**src/inc/rtpb_pkg.sv**
```systemverilog
package rtpb_pkg;
    // timing
    localparam int CLK_MHZ      = 125;
    localparam int TICK_US      = 1000;
    localparam int TICK_CYCLES  = CLK_MHZ * TICK_US;
    localparam int MS_PER_S     = 1000;
    localparam int TENTH_MIN_S  = 6;
    localparam int TENTH_MIN_MS = TENTH_MIN_S * MS_PER_S;
    localparam int PWM_PERIOD   = 1250;
    localparam int PCT_FULL     = 100;

    // register byte addresses
    localparam logic [7:0] A_CTRL   = 8'h00;
    localparam logic [7:0] A_LIMIT  = 8'h04;
    localparam logic [7:0] A_FINAL  = 8'h08;
    localparam logic [7:0] A_INTER  = 8'h0c;
    localparam logic [7:0] A_TLEN   = 8'h10;
    localparam logic [7:0] A_PPL    = 8'h14;
    localparam logic [7:0] A_THR    = 8'h18;
    localparam logic [7:0] A_DUTY   = 8'h1c;
    localparam logic [7:0] A_FASTFN = 8'h20;
    localparam logic [7:0] A_STATUS = 8'h24;
    localparam logic [7:0] A_REMAIN = 8'h28;
    localparam logic [7:0] A_PCOUNT = 8'h2c;
    localparam logic [7:0] A_LENGTH = 8'h30;

    // control and status fields
    localparam int CTRL_BRK_EN = 0;
    localparam int CTRL_RES_LO = 1;
    localparam int CTRL_RES_HI = 2;
    localparam int ST_TIME     = 0;
    localparam int ST_FINAL    = 1;
    localparam int ST_INTER    = 2;
    localparam int ST_LEN      = 3;
    localparam int ST_BRAKE    = 4;

    // input terminal assignment
    localparam int N_DI       = 5;
    localparam int DI_CNT     = 0;
    localparam int DI_LEN     = 1;
    localparam int DI_CLR_RUN = 2;
    localparam int DI_CLR_CNT = 3;
    localparam int DI_CLR_LEN = 4;

    localparam logic [7:0] FN_FAST_CNT = 8'h23;
    localparam logic [7:0] FN_FAST_LEN = 8'h26;

    // reset values and ranges
    localparam logic [15:0] RST_LIMIT = 16'h0000;
    localparam logic [15:0] LIMIT_MAX = 16'hfde8;
    localparam logic [15:0] RST_COUNT = 16'h03e8;
    localparam logic [15:0] RST_TLEN  = 16'h03e8;
    localparam logic [15:0] RST_PPL   = 16'h03e8;
    localparam logic [15:0] RST_THR   = 16'h0505;
    localparam logic [15:0] THR_MIN   = 16'h044c;
    localparam logic [15:0] THR_MAX   = 16'h0578;
    localparam logic [7:0]  RST_DUTY  = 8'h64;
    localparam logic [7:0]  DUTY_MIN  = 8'h14;
    localparam logic [7:0]  DUTY_MAX  = 8'h64;

    // length increment per pulse, in tenth-pulse units, per resolution
    localparam logic [3:0][13:0] LEN_SCALE = {14'h2710, 14'h03e8, 14'h0064, 14'h000a};
endpackage

```
**src/inc/rtpb_if.sv**
```systemverilog
`timescale 1ns/1ns
interface rtpb_if #(
    parameter int N = rtpb_pkg::N_DI
);
    logic [N-1:0] raw;
    logic         tick;
    logic [N-1:0] lvl;
    logic         brk_on;
    logic [7:0]   duty;
    logic         pwm;

    modport filt (input raw, input tick, output lvl);
    modport pwm_m (input brk_on, input duty, output pwm);
endinterface

```
**src/core/rtpb_core.sv**
```systemverilog
// The register offsets and the address-and-strobe port are this design's own decisions.
`timescale 1ns/1ns
// Overview of operation
// - nonzero run limit enables the run timer
// - limit reached stops drive, flags, prompts
// - remaining reads limit idle, time left running
// - clear-run input zeroes accumulated run time
// - accumulated time discarded while not running
// - count at intermediate target flags, keeps counting
// - count at final target flags, stops counting
// - clear-count input zeroes count and both flags
// - count targets default 1000; zero disables
// - fast pin a counts when function 35
// - length equals pulses over pulses per unit
// - length at target raises length-reached flag
// - resolution select scales the length unit
// - clear-length input zeroes length and flag
// - fast pin b feeds length when function 38
// - braking on above threshold, off below
// - threshold 110.0 to 140.0 percent, default 128.5
// - duty 20 to 100 percent, sets on time
module rtpb_core #(
    parameter int TICK_CYCLES  = rtpb_pkg::TICK_CYCLES,
    parameter int TENTH_MIN_MS = rtpb_pkg::TENTH_MIN_MS
) (
    input  wire logic                      sys_clk,
    input  wire logic                      rstn,
    input  wire logic [7:0]                addr,
    input  wire logic [31:0]               wdata,
    input  wire logic                      wr_stb,
    input  wire logic                      rd_stb,
    output wire logic [31:0]               rdata,
    input  wire logic                      drive_running,
    input  wire logic [15:0]               bus_voltage,
    input  wire logic [rtpb_pkg::N_DI-1:0] digital_input_terminal,
    input  wire logic                      fast_pulse_pin_a,
    input  wire logic                      fast_pulse_pin_b,
    output wire logic                      stop_drive,
    output wire logic                      run_prompt,
    output wire logic                      do_time_reached,
    output wire logic                      do_count_final,
    output wire logic                      do_count_inter,
    output wire logic                      do_length_reached,
    output wire logic                      brake_active,
    output wire logic                      brake_switch
);
    localparam int NS = rtpb_pkg::N_DI + 2;
    localparam logic [16:0] TICK_LAST  = 17'(TICK_CYCLES - 1);
    localparam logic [12:0] TENTH_LAST = 13'(TENTH_MIN_MS - 1);

    typedef struct packed {
        logic [NS-1:0]             sync1;
        logic [NS-1:0]             sync2;
        logic [rtpb_pkg::N_DI-1:0] lvl_d;
        logic [1:0]                fast_d;
        logic [16:0]               tick_cnt;
        logic                      tick;
        logic [2:0]                ctrl;
        logic [15:0]               limit;
        logic [15:0]               final_t;
        logic [15:0]               inter_t;
        logic [15:0]               tlen;
        logic [15:0]               ppl;
        logic [15:0]               thr;
        logic [7:0]                duty;
        logic [7:0]                fastfn;
        logic [31:0]               rdata;
        logic                      run_d;
        logic [12:0]               ms_acc;
        logic [15:0]               accum;
        logic                      tflag;
        logic                      stop;
        logic                      prompt;
        logic [15:0]               cnt;
        logic                      f_inter;
        logic                      f_final;
        logic [31:0]               len_acc;
        logic [31:0]               len;
        logic                      f_len;
        logic                      brk;
    } rtpb_core_s;

    function automatic rtpb_core_s rst_val();
        rtpb_core_s r;
        r         = '0;
        r.limit   = rtpb_pkg::RST_LIMIT;
        r.final_t = rtpb_pkg::RST_COUNT;
        r.inter_t = rtpb_pkg::RST_COUNT;
        r.tlen    = rtpb_pkg::RST_TLEN;
        r.ppl     = rtpb_pkg::RST_PPL;
        r.thr     = rtpb_pkg::RST_THR;
        r.duty    = rtpb_pkg::RST_DUTY;
        return r;
    endfunction

    localparam rtpb_core_s RST_ST = rst_val();

    rtpb_core_s st_ff;
    rtpb_core_s nxt;

    logic [rtpb_pkg::N_DI-1:0] di_rise;
    logic [1:0]                fast_rise;
    logic                      cnt_pulse;
    logic                      len_pulse;
    logic                      clr_run;
    logic                      clr_cnt;
    logic                      clr_len;
    logic [13:0]               scale;
    logic [31:0]               len_sum;
    logic [15:0]               remain;
    logic [15:0]               status;

    rtpb_if #(.N(rtpb_pkg::N_DI)) link_if ();

    assign link_if.raw    = st_ff.sync2[rtpb_pkg::N_DI-1:0];
    assign link_if.tick   = st_ff.tick;
    assign link_if.brk_on = st_ff.brk;
    assign link_if.duty   = st_ff.duty;

    rtpb_filt #(.N(rtpb_pkg::N_DI)) u_filt (
        .sys_clk (sys_clk),
        .rstn    (rstn),
        .io      (link_if.filt)
    );

    rtpb_pwm u_pwm (
        .sys_clk (sys_clk),
        .rstn    (rstn),
        .io      (link_if.pwm_m)
    );

    assign di_rise   = link_if.lvl & ~st_ff.lvl_d;
    assign fast_rise = st_ff.sync2[NS-1:NS-2] & ~st_ff.fast_d;
    assign clr_run   = link_if.lvl[rtpb_pkg::DI_CLR_RUN];
    assign clr_cnt   = link_if.lvl[rtpb_pkg::DI_CLR_CNT];
    assign clr_len   = link_if.lvl[rtpb_pkg::DI_CLR_LEN];

    // only one source feeds each counter
    assign cnt_pulse = (st_ff.fastfn == rtpb_pkg::FN_FAST_CNT) ? fast_rise[0]
                                                              : di_rise[rtpb_pkg::DI_CNT];
    assign len_pulse = (st_ff.fastfn == rtpb_pkg::FN_FAST_LEN) ? fast_rise[1]
                                                              : di_rise[rtpb_pkg::DI_LEN];

    assign scale   = rtpb_pkg::LEN_SCALE[st_ff.ctrl[rtpb_pkg::CTRL_RES_HI:rtpb_pkg::CTRL_RES_LO]];
    assign len_sum = st_ff.len_acc + (len_pulse ? {18'h0, scale} : 32'h0);

    always_comb begin
        remain = st_ff.limit;
        if (drive_running) begin
            remain = (st_ff.accum >= st_ff.limit) ? 16'h0 : st_ff.limit - st_ff.accum;
        end
    end

    always_comb begin
        status                     = '0;
        status[rtpb_pkg::ST_TIME]  = st_ff.tflag;
        status[rtpb_pkg::ST_FINAL] = st_ff.f_final;
        status[rtpb_pkg::ST_INTER] = st_ff.f_inter;
        status[rtpb_pkg::ST_LEN]   = st_ff.f_len;
        status[rtpb_pkg::ST_BRAKE] = st_ff.brk;
    end

    always_comb begin
        nxt          = st_ff;
        nxt.sync1    = {fast_pulse_pin_b, fast_pulse_pin_a, digital_input_terminal};
        nxt.sync2    = st_ff.sync1;
        nxt.lvl_d    = link_if.lvl;
        nxt.fast_d   = st_ff.sync2[NS-1:NS-2];
        nxt.tick     = (st_ff.tick_cnt == TICK_LAST);
        nxt.tick_cnt = nxt.tick ? 17'h0 : st_ff.tick_cnt + 17'h1;

        // register writes with range clamps
        if (wr_stb) begin
            case (addr)
                rtpb_pkg::A_CTRL: begin
                    nxt.ctrl = wdata[2:0];
                end
                rtpb_pkg::A_LIMIT: begin
                    nxt.limit = (wdata[15:0] > rtpb_pkg::LIMIT_MAX) ? rtpb_pkg::LIMIT_MAX
                                                                     : wdata[15:0];
                end
                rtpb_pkg::A_FINAL: begin
                    nxt.final_t = wdata[15:0];
                end
                rtpb_pkg::A_INTER: begin
                    nxt.inter_t = wdata[15:0];
                end
                rtpb_pkg::A_TLEN: begin
                    nxt.tlen = wdata[15:0];
                end
                rtpb_pkg::A_PPL: begin
                    nxt.ppl = wdata[15:0];
                end
                rtpb_pkg::A_THR: begin
                    if (wdata[15:0] < rtpb_pkg::THR_MIN) begin
                        nxt.thr = rtpb_pkg::THR_MIN;
                    end else if (wdata[15:0] > rtpb_pkg::THR_MAX) begin
                        nxt.thr = rtpb_pkg::THR_MAX;
                    end else begin
                        nxt.thr = wdata[15:0];
                    end
                end
                rtpb_pkg::A_DUTY: begin
                    if (wdata[7:0] < rtpb_pkg::DUTY_MIN) begin
                        nxt.duty = rtpb_pkg::DUTY_MIN;
                    end else if (wdata[7:0] > rtpb_pkg::DUTY_MAX) begin
                        nxt.duty = rtpb_pkg::DUTY_MAX;
                    end else begin
                        nxt.duty = wdata[7:0];
                    end
                end
                rtpb_pkg::A_FASTFN: begin
                    nxt.fastfn = wdata[7:0];
                end
                default: begin
                end
            endcase
        end

        // read data stands one cycle, zero otherwise
        nxt.rdata = 32'h0;
        if (rd_stb) begin
            case (addr)
                rtpb_pkg::A_CTRL:   nxt.rdata = {29'h0, st_ff.ctrl};
                rtpb_pkg::A_LIMIT:  nxt.rdata = {16'h0, st_ff.limit};
                rtpb_pkg::A_FINAL:  nxt.rdata = {16'h0, st_ff.final_t};
                rtpb_pkg::A_INTER:  nxt.rdata = {16'h0, st_ff.inter_t};
                rtpb_pkg::A_TLEN:   nxt.rdata = {16'h0, st_ff.tlen};
                rtpb_pkg::A_PPL:    nxt.rdata = {16'h0, st_ff.ppl};
                rtpb_pkg::A_THR:    nxt.rdata = {16'h0, st_ff.thr};
                rtpb_pkg::A_DUTY:   nxt.rdata = {24'h0, st_ff.duty};
                rtpb_pkg::A_FASTFN: nxt.rdata = {24'h0, st_ff.fastfn};
                rtpb_pkg::A_STATUS: nxt.rdata = {16'h0, status};
                rtpb_pkg::A_REMAIN: nxt.rdata = {16'h0, remain};
                rtpb_pkg::A_PCOUNT: nxt.rdata = {16'h0, st_ff.cnt};
                rtpb_pkg::A_LENGTH: nxt.rdata = st_ff.len;
                default:            nxt.rdata = 32'h0;
            endcase
        end

        // run timer, in tenths of a minute
        nxt.run_d = drive_running;
        if (!drive_running || clr_run) begin
            nxt.ms_acc = 13'h0;
            nxt.accum  = 16'h0;
        end else if (st_ff.tick && !st_ff.tflag) begin
            if (st_ff.ms_acc == TENTH_LAST) begin
                nxt.ms_acc = 13'h0;
                nxt.accum  = st_ff.accum + 16'h1;
            end else begin
                nxt.ms_acc = st_ff.ms_acc + 13'h1;
            end
        end
        if (st_ff.limit != 16'h0 && drive_running && nxt.accum >= st_ff.limit) begin
            nxt.tflag = 1'b1;
        end else if (clr_run || (drive_running && !st_ff.run_d)) begin
            nxt.tflag = 1'b0;
        end
        nxt.stop   = nxt.tflag && drive_running;
        nxt.prompt = nxt.tflag && !st_ff.tflag;

        // pulse counter, zero final target disables
        if (clr_cnt) begin
            nxt.cnt = 16'h0;
        end else if (cnt_pulse && st_ff.final_t != 16'h0 && st_ff.cnt < st_ff.final_t) begin
            nxt.cnt = st_ff.cnt + 16'h1;
        end
        nxt.f_inter = !clr_cnt && st_ff.inter_t != 16'h0 && nxt.cnt >= st_ff.inter_t;
        nxt.f_final = !clr_cnt && st_ff.final_t != 16'h0 && nxt.cnt >= st_ff.final_t;

        // length: remainder divider, one unit drained per clock
        if (clr_len) begin
            nxt.len_acc = 32'h0;
            nxt.len     = 32'h0;
        end else if (st_ff.ppl != 16'h0 && len_sum >= {16'h0, st_ff.ppl}) begin
            nxt.len_acc = len_sum - {16'h0, st_ff.ppl};
            nxt.len     = st_ff.len + 32'h1;
        end else begin
            nxt.len_acc = len_sum;
        end
        nxt.f_len = !clr_len && st_ff.tlen != 16'h0 && nxt.len >= {16'h0, st_ff.tlen};

        // braking with hold at equality
        if (!st_ff.ctrl[rtpb_pkg::CTRL_BRK_EN]) begin
            nxt.brk = 1'b0;
        end else if (bus_voltage > st_ff.thr) begin
            nxt.brk = 1'b1;
        end else if (bus_voltage < st_ff.thr) begin
            nxt.brk = 1'b0;
        end
    end

    always_ff @(posedge sys_clk or negedge rstn) begin
        if (!rstn) begin
            st_ff <= RST_ST;
        end else begin
            st_ff <= nxt;
        end
    end

    assign rdata             = st_ff.rdata;
    assign stop_drive        = st_ff.stop;
    assign run_prompt        = st_ff.prompt;
    assign do_time_reached   = st_ff.tflag;
    assign do_count_final    = st_ff.f_final;
    assign do_count_inter    = st_ff.f_inter;
    assign do_length_reached = st_ff.f_len;
    assign brake_active      = st_ff.brk;
    assign brake_switch      = link_if.pwm;
endmodule

```
**src/core/rtpb_filt.sv**
```systemverilog
`timescale 1ns/1ns
module rtpb_filt #(
    parameter int N = rtpb_pkg::N_DI
) (
    input wire logic sys_clk,
    input wire logic rstn,
    rtpb_if.filt     io
);
    typedef struct packed {
        logic [N-1:0] prev;
        logic [N-1:0] lvl;
    } rtpb_filt_s;

    rtpb_filt_s st_ff;
    rtpb_filt_s nxt;

    // a bit follows the input only after two equal samples
    always_comb begin
        nxt = st_ff;
        if (io.tick) begin
            nxt.prev = io.raw;
            nxt.lvl  = (io.raw & st_ff.prev) | (st_ff.lvl & (io.raw | st_ff.prev));
        end
    end

    always_ff @(posedge sys_clk or negedge rstn) begin
        if (!rstn) begin
            st_ff <= '0;
        end else begin
            st_ff <= nxt;
        end
    end

    assign io.lvl = st_ff.lvl;
endmodule

```
**src/core/rtpb_pwm.sv**
```systemverilog
`timescale 1ns/1ns
module rtpb_pwm #(
    parameter int PERIOD = rtpb_pkg::PWM_PERIOD
) (
    input wire logic sys_clk,
    input wire logic rstn,
    rtpb_if.pwm_m    io
);
    localparam int CW = $clog2(PERIOD);
    localparam logic [CW-1:0] LAST = CW'(PERIOD - 1);

    typedef struct packed {
        logic [CW-1:0] cnt;
        logic          out;
    } rtpb_pwm_s;

    rtpb_pwm_s   st_ff;
    rtpb_pwm_s   nxt;
    logic [19:0] pos;
    logic [19:0] high;

    assign pos  = 20'(st_ff.cnt) * 20'(rtpb_pkg::PCT_FULL);
    assign high = 20'(io.duty) * 20'(PERIOD);

    always_comb begin
        nxt     = st_ff;
        nxt.cnt = (st_ff.cnt == LAST) ? '0 : st_ff.cnt + CW'(1);
        nxt.out = io.brk_on && (pos < high);
    end

    always_ff @(posedge sys_clk or negedge rstn) begin
        if (!rstn) begin
            st_ff <= '0;
        end else begin
            st_ff <= nxt;
        end
    end

    assign io.pwm = st_ff.out;
endmodule

```
**config.mk**
```make
export PLATFORM = sky130hd
export DESIGN_NAME = rtpb_core
export DESIGN_NICKNAME = d
export VERILOG_FILES = /design/src/inc/rtpb_pkg.sv /design/src/inc/rtpb_if.sv /design/src/core/rtpb_core.sv /design/src/core/rtpb_filt.sv /design/src/core/rtpb_pwm.sv
export SDC_FILE = /design/constraint.sdc
export NUM_CORES = 1
export LEC_CHECK = 0
export BUFFER_PORTS_ARGS = -buffer_cell sky130_fd_sc_hd__buf_4
export CORE_AREA = 4 4 305 307
export CTS_CLUSTER_SIZE = 40
export DETAILED_ROUTE_END_ITERATION = 6
export DIE_AREA = 0 0 309 311
export PLACE_DENSITY = 0.37
export REMOVE_ABC_BUFFERS = 1
export SLEW_MARGIN = 5
export SYNTH_ARGS = -nofsm -noshare
export SYNTH_HDL_FRONTEND = slang
export SYNTH_SLANG_ARGS = --single-unit
```
**constraint.sdc**
```tcl
create_clock -name sys_clk -period 14.95 [get_ports sys_clk]
set_clock_uncertainty 0.05 [all_clocks]
set_input_delay 2.2425 -clock sys_clk [delete_from_list [all_inputs] [get_ports sys_clk]]
set_output_delay 2.2425 -clock sys_clk [all_outputs]
set_load 0.02 [all_outputs]
```
# == After elaboration in Yosys (flattened, before gate mapping) ==
# Index checks and enable logic that the tools add are counted.
# Widths: inputs -> output; s select.
# classes
muxes,30
n_bitwise,8
n_addsub,9
n_mul,2
n_reduce_logical,39
n_shift,0
div_mod_pow,0
n_eq_ne,18
n_lt_le_gt_ge,16
# ops
cell,n
$pmux 32 s13,1
$mux 16,8
$mux 32,3
$reduce_bool 16->1,5
$ge 16x16->1,4
$ge 32x16->1,2
$mux 64,1
$mux 29,2
$eq 8x6->1 const B,7
$add 16x1->16 const B,2
$add 32x1->32 const B,1
$add 32x14->32,1
$eq 8x5->1 const B,4
$lt 16x16->1,2
$sub 32x16->32,1
$bmux 14 s2,1
$mux 14,2
$lt 18x19->1,1
$mul 8x10->18 const B,1
$reduce_and 2->1,9
$add 17x1->17 const B,1
$eq 17x17->1 const B,1
$mux 17,1
$eq 8x4->1 const B,2
other kinds (28),59
# totals
rom_bits,0
out_inout_bits,40
n_memories,0
ram_bits,0
latchBits,0
wordCells,155
ff_bits,322

# == Longest topological paths before layout ==
# Gate-level depths: netlist (run 1).
# logic_depth
ltp_word,11
ltp_mapped,42
mapped_depth_nobuf,41

# == Modules after synthesis ==
# A second synthesis (run 1) with hierarchy kept.
# hier_totals
cells_unflattened,2462
area_unflattened_um2,22678.0
# modules_own_cells
module,seq_area_each_um2,cells_per_inst,instances,area_each_um2
rtpb_core,7546.0,2079,1,19149.6
rtpb_pwm,300.3,345,1,3059.2
rtpb_filt,250.2,38,1,469.2

# == Worst setup path after synthesis (run 1) ==
# Ideal clock, no wire load.
# synth_timing
path_kind,register -> register
start,register st_ff[152] (netlist bit)
end,"register st_ff, in the netlist do_length_reached"
path_slack_ns,6.714
n_path_buf,2
required_ns,14.757
path_stages_with_launch,41
t_arrival_ns,8.043
cell_sequence,dfrtp_1 or4b_4 nor2_1 mux2_2 and2_1 or2_2 ha_1 a21o_1 o31ai_4 a31oi_2 a31oi_1 xnor2_1 ha_1 a21o_1 a21o_1 a21o_1 o21ba_2 a21oi_1 [5 not listed] buf_4 buf_2 nand2_1 a21oi_1 ha_1 a21o_1 a21o_1 a21oi_1 nor2b_1 o21ai_0 nand2b_1 a211oi_1 o21ai_0 a21o_1 a31oi_1 nand3_1 nor4_1 a41oi_1
# synth_rtl
element,line,rtl
from (decl),rtpb_core.sv:98,rtpb_core_s st_ff;
from (signal assigned),rtpb_core.sv:297,st_ff <= nxt;

==> flow_summary.rst, run 1 <==
.. list-table::
   :header-rows: 1

   * - Metric
     - Value
   * - Run status
     - complete, no violations
   * - Area growth from synthesis to layout
     - 14.4%
   * - Crit path buffers/inverters
     - 0
   * - Final TNS setup
     - 0 ns
   * - Switching power
     - between 0.9 and 1 mW
   * - Pins over their slew limit
     - 0
   * - Clk network pwr share
     - a little under two fifths
   * - Stage delay of the slowest cell on the critical path
     - about 0.63 ns
   * - Detailed router's first-iteration violation count
     - roughly 1300
   * - Average wire per standard cell
     - roughly 21 um
   * - Required time at the endpoint of the critical path
     - 15.34 ns
   * - Metal2 WL
     - around 36000 um
   * - Overall fraction of global-route tracks in use
     - approximately 16%
   * - H-tree depth
     - 2
   * - Boundary pin count
     - about 110
   * - Cells after Synth
     - around 2400
   * - Die W
     - slightly above 300 um
   * - EDFF count, synth
     - 0
   * - Number of rows created at floorplan
     - between 100 and 150
   * - Slowest library cell on the worst path
     - or4b_4
   * - I/O Buffers
     - slightly above 90
   * - TritonCTS clock tree
     - built
   * - Critical Path End Type
     - register
   * - Reg2reg end
     - do_length_reached$_DFF_PN0_
   * - Number of gates given a new drive strength after cts
     - 0
   * - Residual DRC count
     - 0
   * - Worst vdd rail ir drop
     - ~74 uV
   * - Min Tclk post-route
     - 9.51 ns
   * - Net count, final
     - approximately 2800
   * - Number of distinct standard cells referenced by the synthesized netlist
     - 100
   * - Dominant delay contributor by cell family on the critical path
     - compound AO/OA/AOI/OAI gates
   * - Startpoint class of the critical path
     - register
   * - HPWL after detailed placement
     - 58700 um
   * - HP Start
     - nxt[292]$_DFF_PN0_
   * - Worst-case headroom to the max-slew limit
     - a little under a quarter
   * - Biggest area consumer among synthesized cells
     - dfrtp_1
   * - Maximum clock frequency
     - 0.105 GHz
   * - Register Area
     - between 8000 and 9000 um2
   * - Hold violation total from the final report
     - 0
   * - Internal
     - 1.87 mW
   * - Number of buffers added for setup after CTS
     - 0
   * - Weighted congestion at the end of routability-driven global placement
     - 0.841
   * - Number of fill cells in the layout
     - roughly 9600
   * - Measured slew at the worst slew-check pin
     - between 1 and 1.5 ns
   * - Reg-to-Reg Start
     - st_ff[152]$_DFFE_PN0P_
   * - Antenna Cells
     - 0
   * - Synth warn
     - 0
   * - Part of the cycle the worst path needs
     - between 60% and 70%
   * - Seq/Total Area, Yosys
     - between 30% and 40%
   * - Met1 WL
     - approximately 36000 um
   * - Worst min path class
     - reg -> reg
   * - Total length of routed wires
     - just under 80000 um
   * - Vias after detailed routing
     - ~18000
   * - Number of iterations in the first detailed-routing pass
     - 7
   * - Clock network latency to the later pin of the worst-skew pair
     - around 0.58 ns
   * - Register-to-register path setup slack
     - ~5.4 ns
   * - Comb pwr share
     - a little over a quarter
   * - Die ar.
     - about 96000 um2
   * - Most frequent cell after synthesis
     - dfrtp_1
   * - Endpoint with the worst hold slack
     - link_if.raw[3]$_DFF_PN0_
   * - Setup repair after global routing missed its margin
     - no
   * - Fin util
     - 28.5%
   * - Yosys top cell area share
     - about a third
   * - Antenna violations before repair
     - 1
   * - Min-Delay Path Depth
     - 0
   * - # Max-Cap Violations
     - 0
   * - Flip-flop and latch count after synthesis
     - 322
   * - Startpoint-to-endpoint class of the critical path
     - reg -> reg
   * - Die Height
     - slightly above 300 um
   * - Area taken by multi-input logic gates
     - between 10000 and 15000 um2
   * - Fraction of registers with async set/reset
     - 100%
   * - Largest net degree at the start of global routing
     - 85
   * - Biggest fanout along the worst timing path
     - 5
   * - Mean cell area of the mapped netlist
     - 9.29 um2
   * - Share of cells above drive strength 1
     - between 10 and 15%
   * - Number of failing setup endpoints in the final timing report
     - 0
   * - Floorplan core area
     - about 90000 um2
   * - Clock-pin slew on the worst setup and hold paths
     - around 0.060 ns
   * - Root buffer cell
     - clkbuf_16
   * - Commonest cells in the netlist
     - dfrtp_1, inv_1, ha_1
   * - Cell Area, Synth
     - 22400 um2
   * - Dominant cell type by count on the critical path
     - a21o_1
   * - Via count of the first global-routing pass
     - ~19000
   * - Detailed route wirelength on metal3
     - 2750 um
   * - Number of cell instances on the worst register-to-register path
     - 39
   * - Largest buffer count on any clock path
     - 3
   * - Starting Density
     - 24.9%
   * - Antenna-violating nets left
     - 0
   * - Data arrival time of the critical path
     - around 9.9 ns
   * - Power per standard cell area
     - around 110 nW/um2
   * - Number of sinks driven by the clock tree
     - approximately 320
   * - Dominant register cell in the synthesized netlist
     - dfrtp_1
   * - Lkg Pwr
     - between 10 and 15 nW
   * - Hold_buf cts
     - 0
   * - Via density per instance
     - roughly 4.9
   * - First-pass GRT wire length
     - approximately 120000 um
   * - Top Metal Used
     - met5
   * - Fraction of power spent switching nets
     - between 30% and 40%
   * - Total global routing overflow
     - 0
   * - Area contributors post-synth
     - dfrtp_1, ha_1, inv_1
   * - Sequential group share of total power
     - 36.6%
   * - Number of buffers created by CTS
     - between 40 and 50
[layout make-up]
cell class,count,share of cell area [%]
timing repair buffer,114,3.36
clock inverter,15,0.722
inverter,246,3.60
tap,1176,5.73
sequential,322,31.6
multi-input combinational,1742,50.3
clock buffer,63,4.73
[layer usage]
metal	GRT usage (%)	up-vias
met5	0	-
met4	4.53	2
met3	1.95	93
met2	26.8	349
met1	21.7	8847
li1	-	8636
[kinds of logic after synthesis]
| group | after synthesis | synth area share [%] |
|---|---|---|
| buffers and inverters | 349 | 6.43 |
| and+or+nand+nor | 718 | 16.2 |
| muxes | 69 | 3.44 |
| DFF | 322 | 36.1 |
| adders and majority gates | 262 | 15.3 |
| AOI/OAI and AO/OA | 530 | 16.1 |
| xor gates and xnor gates | 163 | 6.48 |
[power groups by stage]
stage | Sequential (mW) | Clock, mW | Combinational, mW
detailed placement | 1.05 | 0 | 0.743
global placement | 1.05 | 0 | 0.742
CTS | 1.04 | 1.11 | 0.750
floorplan | 1.02 | 0 | 0.524
global route | 1.05 | 1.14 | 0.841
finish | 1.04 | 1.06 | 0.742
[worst max path at each step]
stage / start / endpoint / slack [ns] / cells past startpoint
after floorplan: st_ff[152]$_DFFE_PN0P_ / do_length_reached$_DFF_PN0_ / 6.44 / 39
after global placement: st_ff[152]$_DFFE_PN0P_ / do_length_reached$_DFF_PN0_ / 5.25 / 39
after detailed placement: st_ff[152]$_DFFE_PN0P_ / do_length_reached$_DFF_PN0_ / 5.29 / 39
after CTS: st_ff[152]$_DFFE_PN0P_ / do_length_reached$_DFF_PN0_ / 5.25 / 39
after global routing: st_ff[152]$_DFFE_PN0P_ / do_length_reached$_DFF_PN0_ / 4.73 / 39
final: st_ff[152]$_DFFE_PN0P_ / do_length_reached$_DFF_PN0_ / 5.44 / 39
[per-stage QoR]
step | power, mW | hold slack [ns] | instance area, um2 | worst slack [ns] | std cells
after floorplan | 1.54 | 0.281 | 21900 | 6.44 | 2310
after global placement | 1.79 | 0.290 | 24300 | 5.25 | 3600
after detailed placement | 1.80 | 0.286 | 24300 | 5.29 | 3600
after CTS | 2.90 | 0.301 | 25700 | 5.25 | 3678
after global routing | 3.03 | 0.303 | 25700 | 4.73 | 3678
final | 2.84 | 0.301 | 25700 | 5.44 | 3678
[registers in the layout, indices dropped and copies added (netlist names), 5 cells and up]
name and count:
st_ff 238, rdata 32, u_pwm.st_ff 11, nxt 9
link_if.duty 8, link_if.raw 5, u_filt.io.lvl 5, u_filt.st_ff 5
[placed cells by master (no fill, tap or decap), drive strengths merged, types with 30 or more instances in the layout]
| cell | n |
|---|---|
| dfrtp | 291 |
| inv | 248 |
| ha | 238 |
| nor2 | 194 |
| nand2 | 175 |
| a21oi | 131 |
| o21ai | 120 |
| buf | 114 |
| xnor2 | 106 |
| mux2 | 64 |
| clkbuf | 63 |
| a21o | 61 |
| nand3 | 59 |
| xor2 | 57 |
| and3 | 54 |
| nand4 | 39 |
| dfstp | 31 |
| nand2b | 30 |
| a22oi | 30 |
(Power assumes the default switching activity.)
==> run 2, diff against run 1 <==
--- a/config.mk
+++ b/config.mk
@@ -10,7 +10,7 @@
 export CTS_CLUSTER_SIZE = 40
 export DETAILED_ROUTE_END_ITERATION = 6
 export DIE_AREA = 0 0 309 311
-export PLACE_DENSITY = 0.37
+export PLACE_DENSITY = 0.38
 export REMOVE_ABC_BUFFERS = 1
 export SLEW_MARGIN = 5
 export SYNTH_ARGS = -nofsm -noshare
==> constraint.sdc (replaced) <==
create_clock -name sys_clk -period 8 [get_ports sys_clk]
set_clock_uncertainty 0.05 [all_clocks]
set_input_delay 1.2 -clock sys_clk [delete_from_list [all_inputs] [get_ports sys_clk]]
set_output_delay 1.2 -clock sys_clk [all_outputs]
set_load 0.02 [all_outputs]
==> run 2 against run 1 <==
  * The flow now finishes with violations (DRC)
  * Global-route usage rose by 0.12 points
  * Die area unchanged
  * Sequential power grew 87%
  * Final cell count increased by 3.0%
  * Clock power grew 99%
  * Flip-flop and latch count is the same
  * Worst hold slack gained 0.0052 ns
  * Non-clock buffer count rose by 105
  * Combinational power up 120%
  * Core utilization grew 1.2 points
  * Critical path type unchanged
  * Largest cell class unchanged
==> flow_summary.rst, run 2 (synthesis results as in run 1) <==
.. list-table::
   :header-rows: 1

   * - Metric
     - Value
   * - Boundary pin count
     - 108 (unchanged)
   * - Dominant cell type by count on the critical path
     - a21o_1
   * - Share of cells above drive strength 1
     - 17.8% (+4.9 points)
   * - Biggest fanout along the worst timing path
     - 4 (-1)
   * - Met2 track demand over resource
     - 26.6% (-0.22 points)
   * - Die W
     - 309 um (unchanged)
   * - Weighted congestion at the end of routability-driven global placement
     - 0.854 (+1.6%)
   * - Stage delay of the slowest cell on the critical path
     - 0.57 ns (-0.06 ns)
   * - Maximum clock frequency
     - 0.126 GHz (+20%)
   * - Power per standard cell area
     - 212 nW/um2 (+91%)
   * - Met1 layer usage reported by global route
     - 21.6% (-0.036 points)
   * - Most common cell after layout, fill and taps aside
     - dfrtp_1
   * - Hold violation total from the final report
     - 0 (unchanged)
   * - Via density per instance
     - 4.86 (-0.20%)
   * - Antenna-violating nets left
     - 0 (unchanged)
   * - Net count, final
     - 2903 (+3.8%)
   * - Die ar.
     - 96100 um2 (unchanged)
   * - Part of the cycle the worst path needs
     - 99.0% (+35 points)
   * - HPWL after detailed placement
     - 60300 um (+2.8%)
   * - Startpoint-to-endpoint class of the critical path
     - reg -> reg
   * - Slowest library cell on the worst path
     - or4b_4
   * - Global routing met3 resource utilization
     - 2.21% (+0.26 points)
   * - TritonCTS clock tree
     - built
   * - Total length of routed wires
     - 78300 um (+1.6%)
   * - Min-Delay Path Depth
     - 0 (unchanged)
   * - Setup repair after global routing missed its margin
     - yes
   * - Number of failing setup endpoints in the final timing report
     - 0 (unchanged)
   * - # Max-Cap Violations
     - 0 (unchanged)
   * - Measured slew at the worst slew-check pin
     - 1.15 ns (+0.00802 ns)
   * - Worst min path class
     - reg -> reg
   * - Run status
     - complete, but fails checks
   * - Largest buffer count on any clock path
     - 3 (unchanged)
   * - Total global routing overflow
     - 0 (unchanged)
   * - Min Tclk post-route
     - 7.92 ns (-1.59 ns)
   * - Largest net degree at the start of global routing
     - 90 (+5.9%)
   * - Required time at the endpoint of the critical path
     - 8.40 ns (-6.94 ns)
   * - First-pass GRT wire length
     - 120000 um (+0.54%)
   * - Average wire per standard cell
     - 20.7 um (-1.4%)
   * - Root buffer cell
     - clkbuf_16
   * - Most frequent cells in the layout
     - dfrtp_1, inv_1, ha_1
   * - Hold_buf cts
     - 0 (unchanged)
   * - Non-filler instance count after layout
     - 3788 (+3.0%)
   * - Floorplan core area
     - 90000 um2 (unchanged)
   * - Number of buffers created by CTS
     - 45 (unchanged)
   * - I/O Buffers
     - 91 (unchanged)
   * - Overall fraction of global-route tracks in use
     - 16.1% (+0.12 points)
   * - Clock network latency to the later pin of the worst-skew pair
     - 0.59 ns (about the same)
   * - Via count of the first global-routing pass
     - 18930 (+1.9%)
   * - Clock-pin slew on the worst setup and hold paths
     - 0.06 ns (about the same)
   * - Largest reg by FF count
     - st_ff
   * - Number of cell instances on the worst register-to-register path
     - 40 (+2.6%)
   * - Number of iterations in the first detailed-routing pass
     - 7 (unchanged)
   * - Die Height
     - 311 um (unchanged)
   * - Failing checks
     - DRC
   * - Detailed router's first-iteration violation count
     - 1349 (+7.3%)
   * - Antenna violations before repair
     - 2 (+1)
   * - Vias after detailed routing
     - 18426 (+2.8%)
   * - Final TNS setup
     - 0 ns (unchanged)
   * - Most Crowded Layer GR
     - met2
   * - Pins over their slew limit
     - 0 (unchanged)
   * - Number of sinks driven by the clock tree
     - 322 (unchanged)
   * - Starting Density
     - 24.9% (unchanged)
   * - Number of rows created at floorplan
     - 110 (unchanged)
   * - Residual DRC count
     - 2 (+2)
   * - Area growth from synthesis to layout
     - 19.4%
   * - Critical Path End Type
     - register
   * - Tot Pwr
     - 5.68 mW (+100%)
   * - H-tree depth
     - 2 (unchanged)
   * - Number of flip-flops in the largest register
     - 238 (unchanged)
   * - Number of placed cells counting well taps
     - 3699 (+2.8%)
   * - Startpoint class of the critical path
     - register
   * - Lkg Pwr
     - 12.4 nW (+5.3%)
   * - Data arrival time of the critical path
     - 8.32 ns (-1.58 ns)
   * - Worst-case headroom to the max-slew limit
     - 23.0% (-0.54 points)
   * - Worst vdd rail ir drop
     - 151 uV (+100%)
   * - Antenna Cells
     - 0 (unchanged)
[run 2: cell count changes in the layout (fill, tap and decap cells not counted), moves of 3 or more]
cell and delta:
a21oi_2 +4, clkbuf_1 -10, a21oi_1 -5, clkbuf_8 +10
clkinvlp_4 +3, buf_4 +102, ha_1 -3
[run 2: report_power, final]
group	switching, mW	total, mW	internal (mW)
clock	0.820	2.11	1.29
combinational	0.875	1.62	0.745
sequential	0.179	1.94	1.76
total	1.87	5.68	3.80
[run 2: what timing repair did]
item                       CTS  global route
setup endpoints to repair    1             1
resized for setup           16            13
pin swaps                   21            34
hold endpoints to repair     0             0
setup buffers                2             4
[run 2: final timing paths]
path                                         from                     endpoint  slack, ns
hold reg to reg                nxt[293]$_DFF_PN0_     link_if.raw[4]$_DFF_PN0_       0.31
setup reg to reg           st_ff[152]$_DFFE_PN0P_  do_length_reached$_DFF_PN0_       0.08
hold / removal                 nxt[293]$_DFF_PN0_     link_if.raw[4]$_DFF_PN0_       0.31
setup / recovery           st_ff[152]$_DFFE_PN0P_  do_length_reached$_DFF_PN0_       0.08
min in group asynchronous                    rstn          st_ff[64]$_DFF_PN0_       0.62
max in group asynchronous                    rstn           rdata[9]$_DFF_PN0_       5.95
[run 2: area by class of cell]
| cell class | count | area [um2] |
|---|---|---|
| repair buffers | 219 | 1680 |
| fillers | 9549 | 63200 |
| well taps | 1176 | 1470 |
| clock buffers | 64 | 1340 |
| inverters | 246 | 923 |
| multi-input cells | 1742 | 13000 |
| clock inverters | 19 | 220 |
| flip-flops and latches | 322 | 8100 |
[run 2: critical path, delay by kind of cell (launching register included)]
kind                     cells  cell delay [ns]
adder cells (fa/ha/maj)      3             0.78
multiplexers                 1             0.33
buffers and inverters        3             0.47
XOR/XNOR                     2             0.35
AO/OA/AOI/OAI               20             3.15
AND/OR/NAND/NOR             11             2.28
flip-flops                   1             0.38
[run 2: metal layers]
| metal | up-vias | share of wire [%] |
|---|---|---|
| met1 | 9093 | 46 |
| met4 | 4 | 3.6 |
| met5 | - | 0.034 |
| met3 | 125 | 3.8 |
| met2 | 368 | 47 |
| li1 | 8836 | - |
[run 2: per-stage QoR]
| stage | util [%] | cell area, um2 | hold slack, ns | worst slack, ns |
|---|---|---|---|---|
| floorplan | - | 21900 | 0.281 | -0.508 |
| global placement | 27.8 | 25000 | 0.292 | -0.474 |
| detailed placement | 27.8 | 25000 | 0.292 | -0.425 |
| CTS | 29.6 | 26700 | 0.313 | 0.0154 |
| global route | 29.7 | 26800 | 0.319 | -0.389 |
| finish | 29.7 | 26800 | 0.306 | 0.0786 |
==> run 3, diff against run 2 <==
--- a/config.mk
+++ b/config.mk
@@ -5,14 +5,16 @@
 export SDC_FILE = /design/constraint.sdc
 export NUM_CORES = 1
 export LEC_CHECK = 0
-export BUFFER_PORTS_ARGS = -buffer_cell sky130_fd_sc_hd__buf_4
 export CORE_AREA = 4 4 305 307
 export CTS_CLUSTER_SIZE = 40
 export DETAILED_ROUTE_END_ITERATION = 6
 export DIE_AREA = 0 0 309 311
-export PLACE_DENSITY = 0.38
+export DONT_BUFFER_PORTS = 1
+export GPL_TIMING_DRIVEN = 1
+export PLACE_DENSITY = 0.37
 export REMOVE_ABC_BUFFERS = 1
 export SLEW_MARGIN = 5
 export SYNTH_ARGS = -nofsm -noshare
 export SYNTH_HDL_FRONTEND = slang
 export SYNTH_SLANG_ARGS = --single-unit
+export TNS_END_PERCENT = 100
==> run 3 against run 2 <==
  * The run now ends clean
  * Die area unchanged
  * Clock-buffer cell count up 1
  * Power down 0.92%
  * Critical path depth unchanged
  * Critical endpoint unchanged
==> flow_summary.rst, run 3 (synthesis results as in run 1) <==
.. list-table::
   :header-rows: 1

   * - Metric
     - Value
   * - Run status
     - complete, no violations
   * - Global routing met3 resource utilization
     - 3.12% (+0.92 points)
   * - Lkg Pwr
     - 12.0 nW (-3.7%)
   * - Number of buffers created by CTS
     - 45 (unchanged)
   * - Largest reg by FF count
     - st_ff
   * - Total length of routed wires
     - 78500 um (+0.28%)
   * - Residual DRC count
     - 0 (-2)
   * - Net count, final
     - 2821 (-2.8%)
   * - Measured slew at the worst slew-check pin
     - 1.17 ns (+0.0209 ns)
   * - Most Crowded Layer GR
     - met2
   * - Pins over their slew limit
     - 0 (unchanged)
   * - Die Height
     - 311 um (unchanged)
   * - Weighted congestion at the end of routability-driven global placement
     - 0.853 (about the same)
   * - Setup repair after global routing missed its margin
     - yes
   * - Number of rows created at floorplan
     - 110 (unchanged)
   * - Number of sinks driven by the clock tree
     - 322 (unchanged)
   * - Number of failing setup endpoints in the final timing report
     - 0 (unchanged)
   * - Worst-case headroom to the max-slew limit
     - 21.6% (-1.4 points)
   * - Antenna violations before repair
     - 4 (+2)
   * - Most common cell after layout, fill and taps aside
     - dfrtp_1
   * - Most frequent cells in the layout
     - dfrtp_1, inv_1, ha_1
   * - Antenna-violating nets left
     - 0 (unchanged)
   * - Part of the cycle the worst path needs
     - 98.7% (-0.29 points)
   * - Worst min path class
     - in -> async
   * - Overall fraction of global-route tracks in use
     - 16.2% (+0.071 points)
   * - # Max-Cap Violations
     - 0 (unchanged)
   * - Critical Path End Type
     - register
   * - Clock-pin slew on the worst setup and hold paths
     - 0.06 ns (about the same)
   * - I/O Buffers
     - 0 (-100%)
   * - Share of cells above drive strength 1
     - 14.8% (-2.9 points)
   * - Via count of the first global-routing pass
     - 18348 (-3.1%)
   * - Biggest fanout along the worst timing path
     - 4 (unchanged)
   * - Required time at the endpoint of the critical path
     - 8.39 ns (about the same)
   * - HPWL after detailed placement
     - 59700 um (-1.1%)
   * - Detailed router's first-iteration violation count
     - 1097 (-19%)
   * - First-pass GRT wire length
     - 119000 um (-0.57%)
   * - Met2 track demand over resource
     - 25.7% (-0.85 points)
   * - Hold violation total from the final report
     - 0 (unchanged)
   * - Starting Density
     - 24.9% (unchanged)
   * - Dominant delay contributor by cell family on the critical path
     - compound AO/OA/AOI/OAI gates
   * - Hold_buf cts
     - 0 (unchanged)
   * - Slowest library cell on the worst path
     - or4b_4
   * - Largest net degree at the start of global routing
     - 323 (+260%)
   * - Startpoint-to-endpoint class of the critical path
     - reg -> reg
   * - Vias after detailed routing
     - 18118 (-1.7%)
   * - Startpoint class of the critical path
     - register
   * - Via density per instance
     - 4.89 (+0.53%)
   * - Crit path buffers/inverters
     - 1 (-2)
   * - H-tree depth
     - 2 (unchanged)
   * - Fin util
     - 29.0% (-0.75 points)
   * - Floorplan core area
     - 90000 um2 (unchanged)
   * - Die ar.
     - 96100 um2 (unchanged)
   * - Die W
     - 309 um (unchanged)
   * - Boundary pin count
     - 108 (unchanged)
   * - Root buffer cell
     - clkbuf_16
   * - Clock network latency to the later pin of the worst-skew pair
     - 0.60 ns (about the same)
   * - Maximum clock frequency
     - 0.127 GHz (+0.29%)
   * - Met1 layer usage reported by global route
     - 21.7% (+0.10 points)
   * - Average wire per standard cell
     - 21.2 um (+2.5%)
   * - Dominant cell type by count on the critical path
     - a21o_1
   * - Min Tclk post-route
     - 7.90 ns (-0.0230 ns)
   * - Number of iterations in the first detailed-routing pass
     - 7 (unchanged)
   * - Largest buffer count on any clock path
     - 3 (unchanged)
   * - Power per standard cell area
     - 216 nW/um2 (+1.6%)
   * - Data arrival time of the critical path
     - 8.29 ns (-0.03 ns)
   * - Pre-CTS worst setup slack
     - -0.583 ns (-0.158 ns)
   * - Least setup slack across all paths after layout
     - 0.102 ns (+0.0230 ns)
   * - Number of flip-flops in the largest register
     - 238 (unchanged)
   * - Stage delay of the slowest cell on the critical path
     - 0.57 ns (about the same)
   * - Area growth from synthesis to layout
     - 16.4%
   * - Worst vdd rail ir drop
     - 133 uV (-12%)
   * - Total global routing overflow
     - 0 (unchanged)
   * - TritonCTS clock tree
     - built
## run 3: cell count changes in the layout (fill, tap and decap cells not counted), moves of 2 or more
| cell | previous run | this run |
|---|---|---|
| clkbuf_8 | 12 | 8 |
| buf_12 | 2 | 0 |
| clkbuf_1 | 6 | 12 |
| bufinv_16 | 4 | 6 |
| clkinv_2 | 9 | 6 |
| buf_4 | 215 | 137 |
## run 3: worst paths after layout
path | from | to | slack, ns | cells after the start
setup reg to reg | st_ff[152]$_DFFE_PN0P_ | do_length_reached$_DFF_PN0_ | 0.10 | 40
setup / recovery | st_ff[152]$_DFFE_PN0P_ | do_length_reached$_DFF_PN0_ | 0.10 | 40
hold reg to reg | nxt[290]$_DFF_PN0_ | link_if.raw[1]$_DFF_PN0_ | 0.31 | 0
max in group asynchronous | rstn | u_filt.io.lvl[4]$_DFFE_PN0P_ | 6.69 | 0
hold / removal | rstn | rdata[23]$_DFF_PN0_ | 0.30 | 0
min in group sys_clk | nxt[290]$_DFF_PN0_ | link_if.raw[1]$_DFF_PN0_ | 0.31 | 0
## run 3: layer usage
metal | wire length (um) | share of wire [%]
met5 | 0 | 0
met2 | 35700 | 46
met4 | 3180 | 4.0
met3 | 3910 | 5.0
met1 | 35700 | 45
## run 3: stage by stage
step	power, mW	hold WS (ns)	TNS, ns	cell area, um2	std cells
floorplan	2.88	0.281	-0.508	21900	2310
global placement	3.47	0.292	-0.502	24400	3619
detailed placement	3.47	0.293	-0.583	24400	3619
CTS	5.69	0.221	0	26000	3703
global route	5.98	0.239	-0.496	26100	3704
finish	5.62	0.300	0	26100	3705
## run 3: area by class of cell
cell class              count  area (um2)
inverters                 246         923
flip-flops and latches    322        8100
repair buffers            137        1030
diodes                      1        2.50
multi-input cells        1742       13000
fillers                  9563       63900
clock inverters            16         241
clock buffers              65        1280
well taps                1176        1470
## run 3: where the power goes
group / switching (mW) / total [mW] / internal [mW]
sequential: 0.186 / 1.95 / 1.76
combinational: 0.810 / 1.55 / 0.739
clock: 0.822 / 2.12 / 1.30
## run 3: what timing repair did
action                     4_1_cts  5_1_grt
pin swaps                       20       36
setup endpoints to repair        1        1
cloned                           0        0
resized for setup               18       13
setup buffers                    3        2
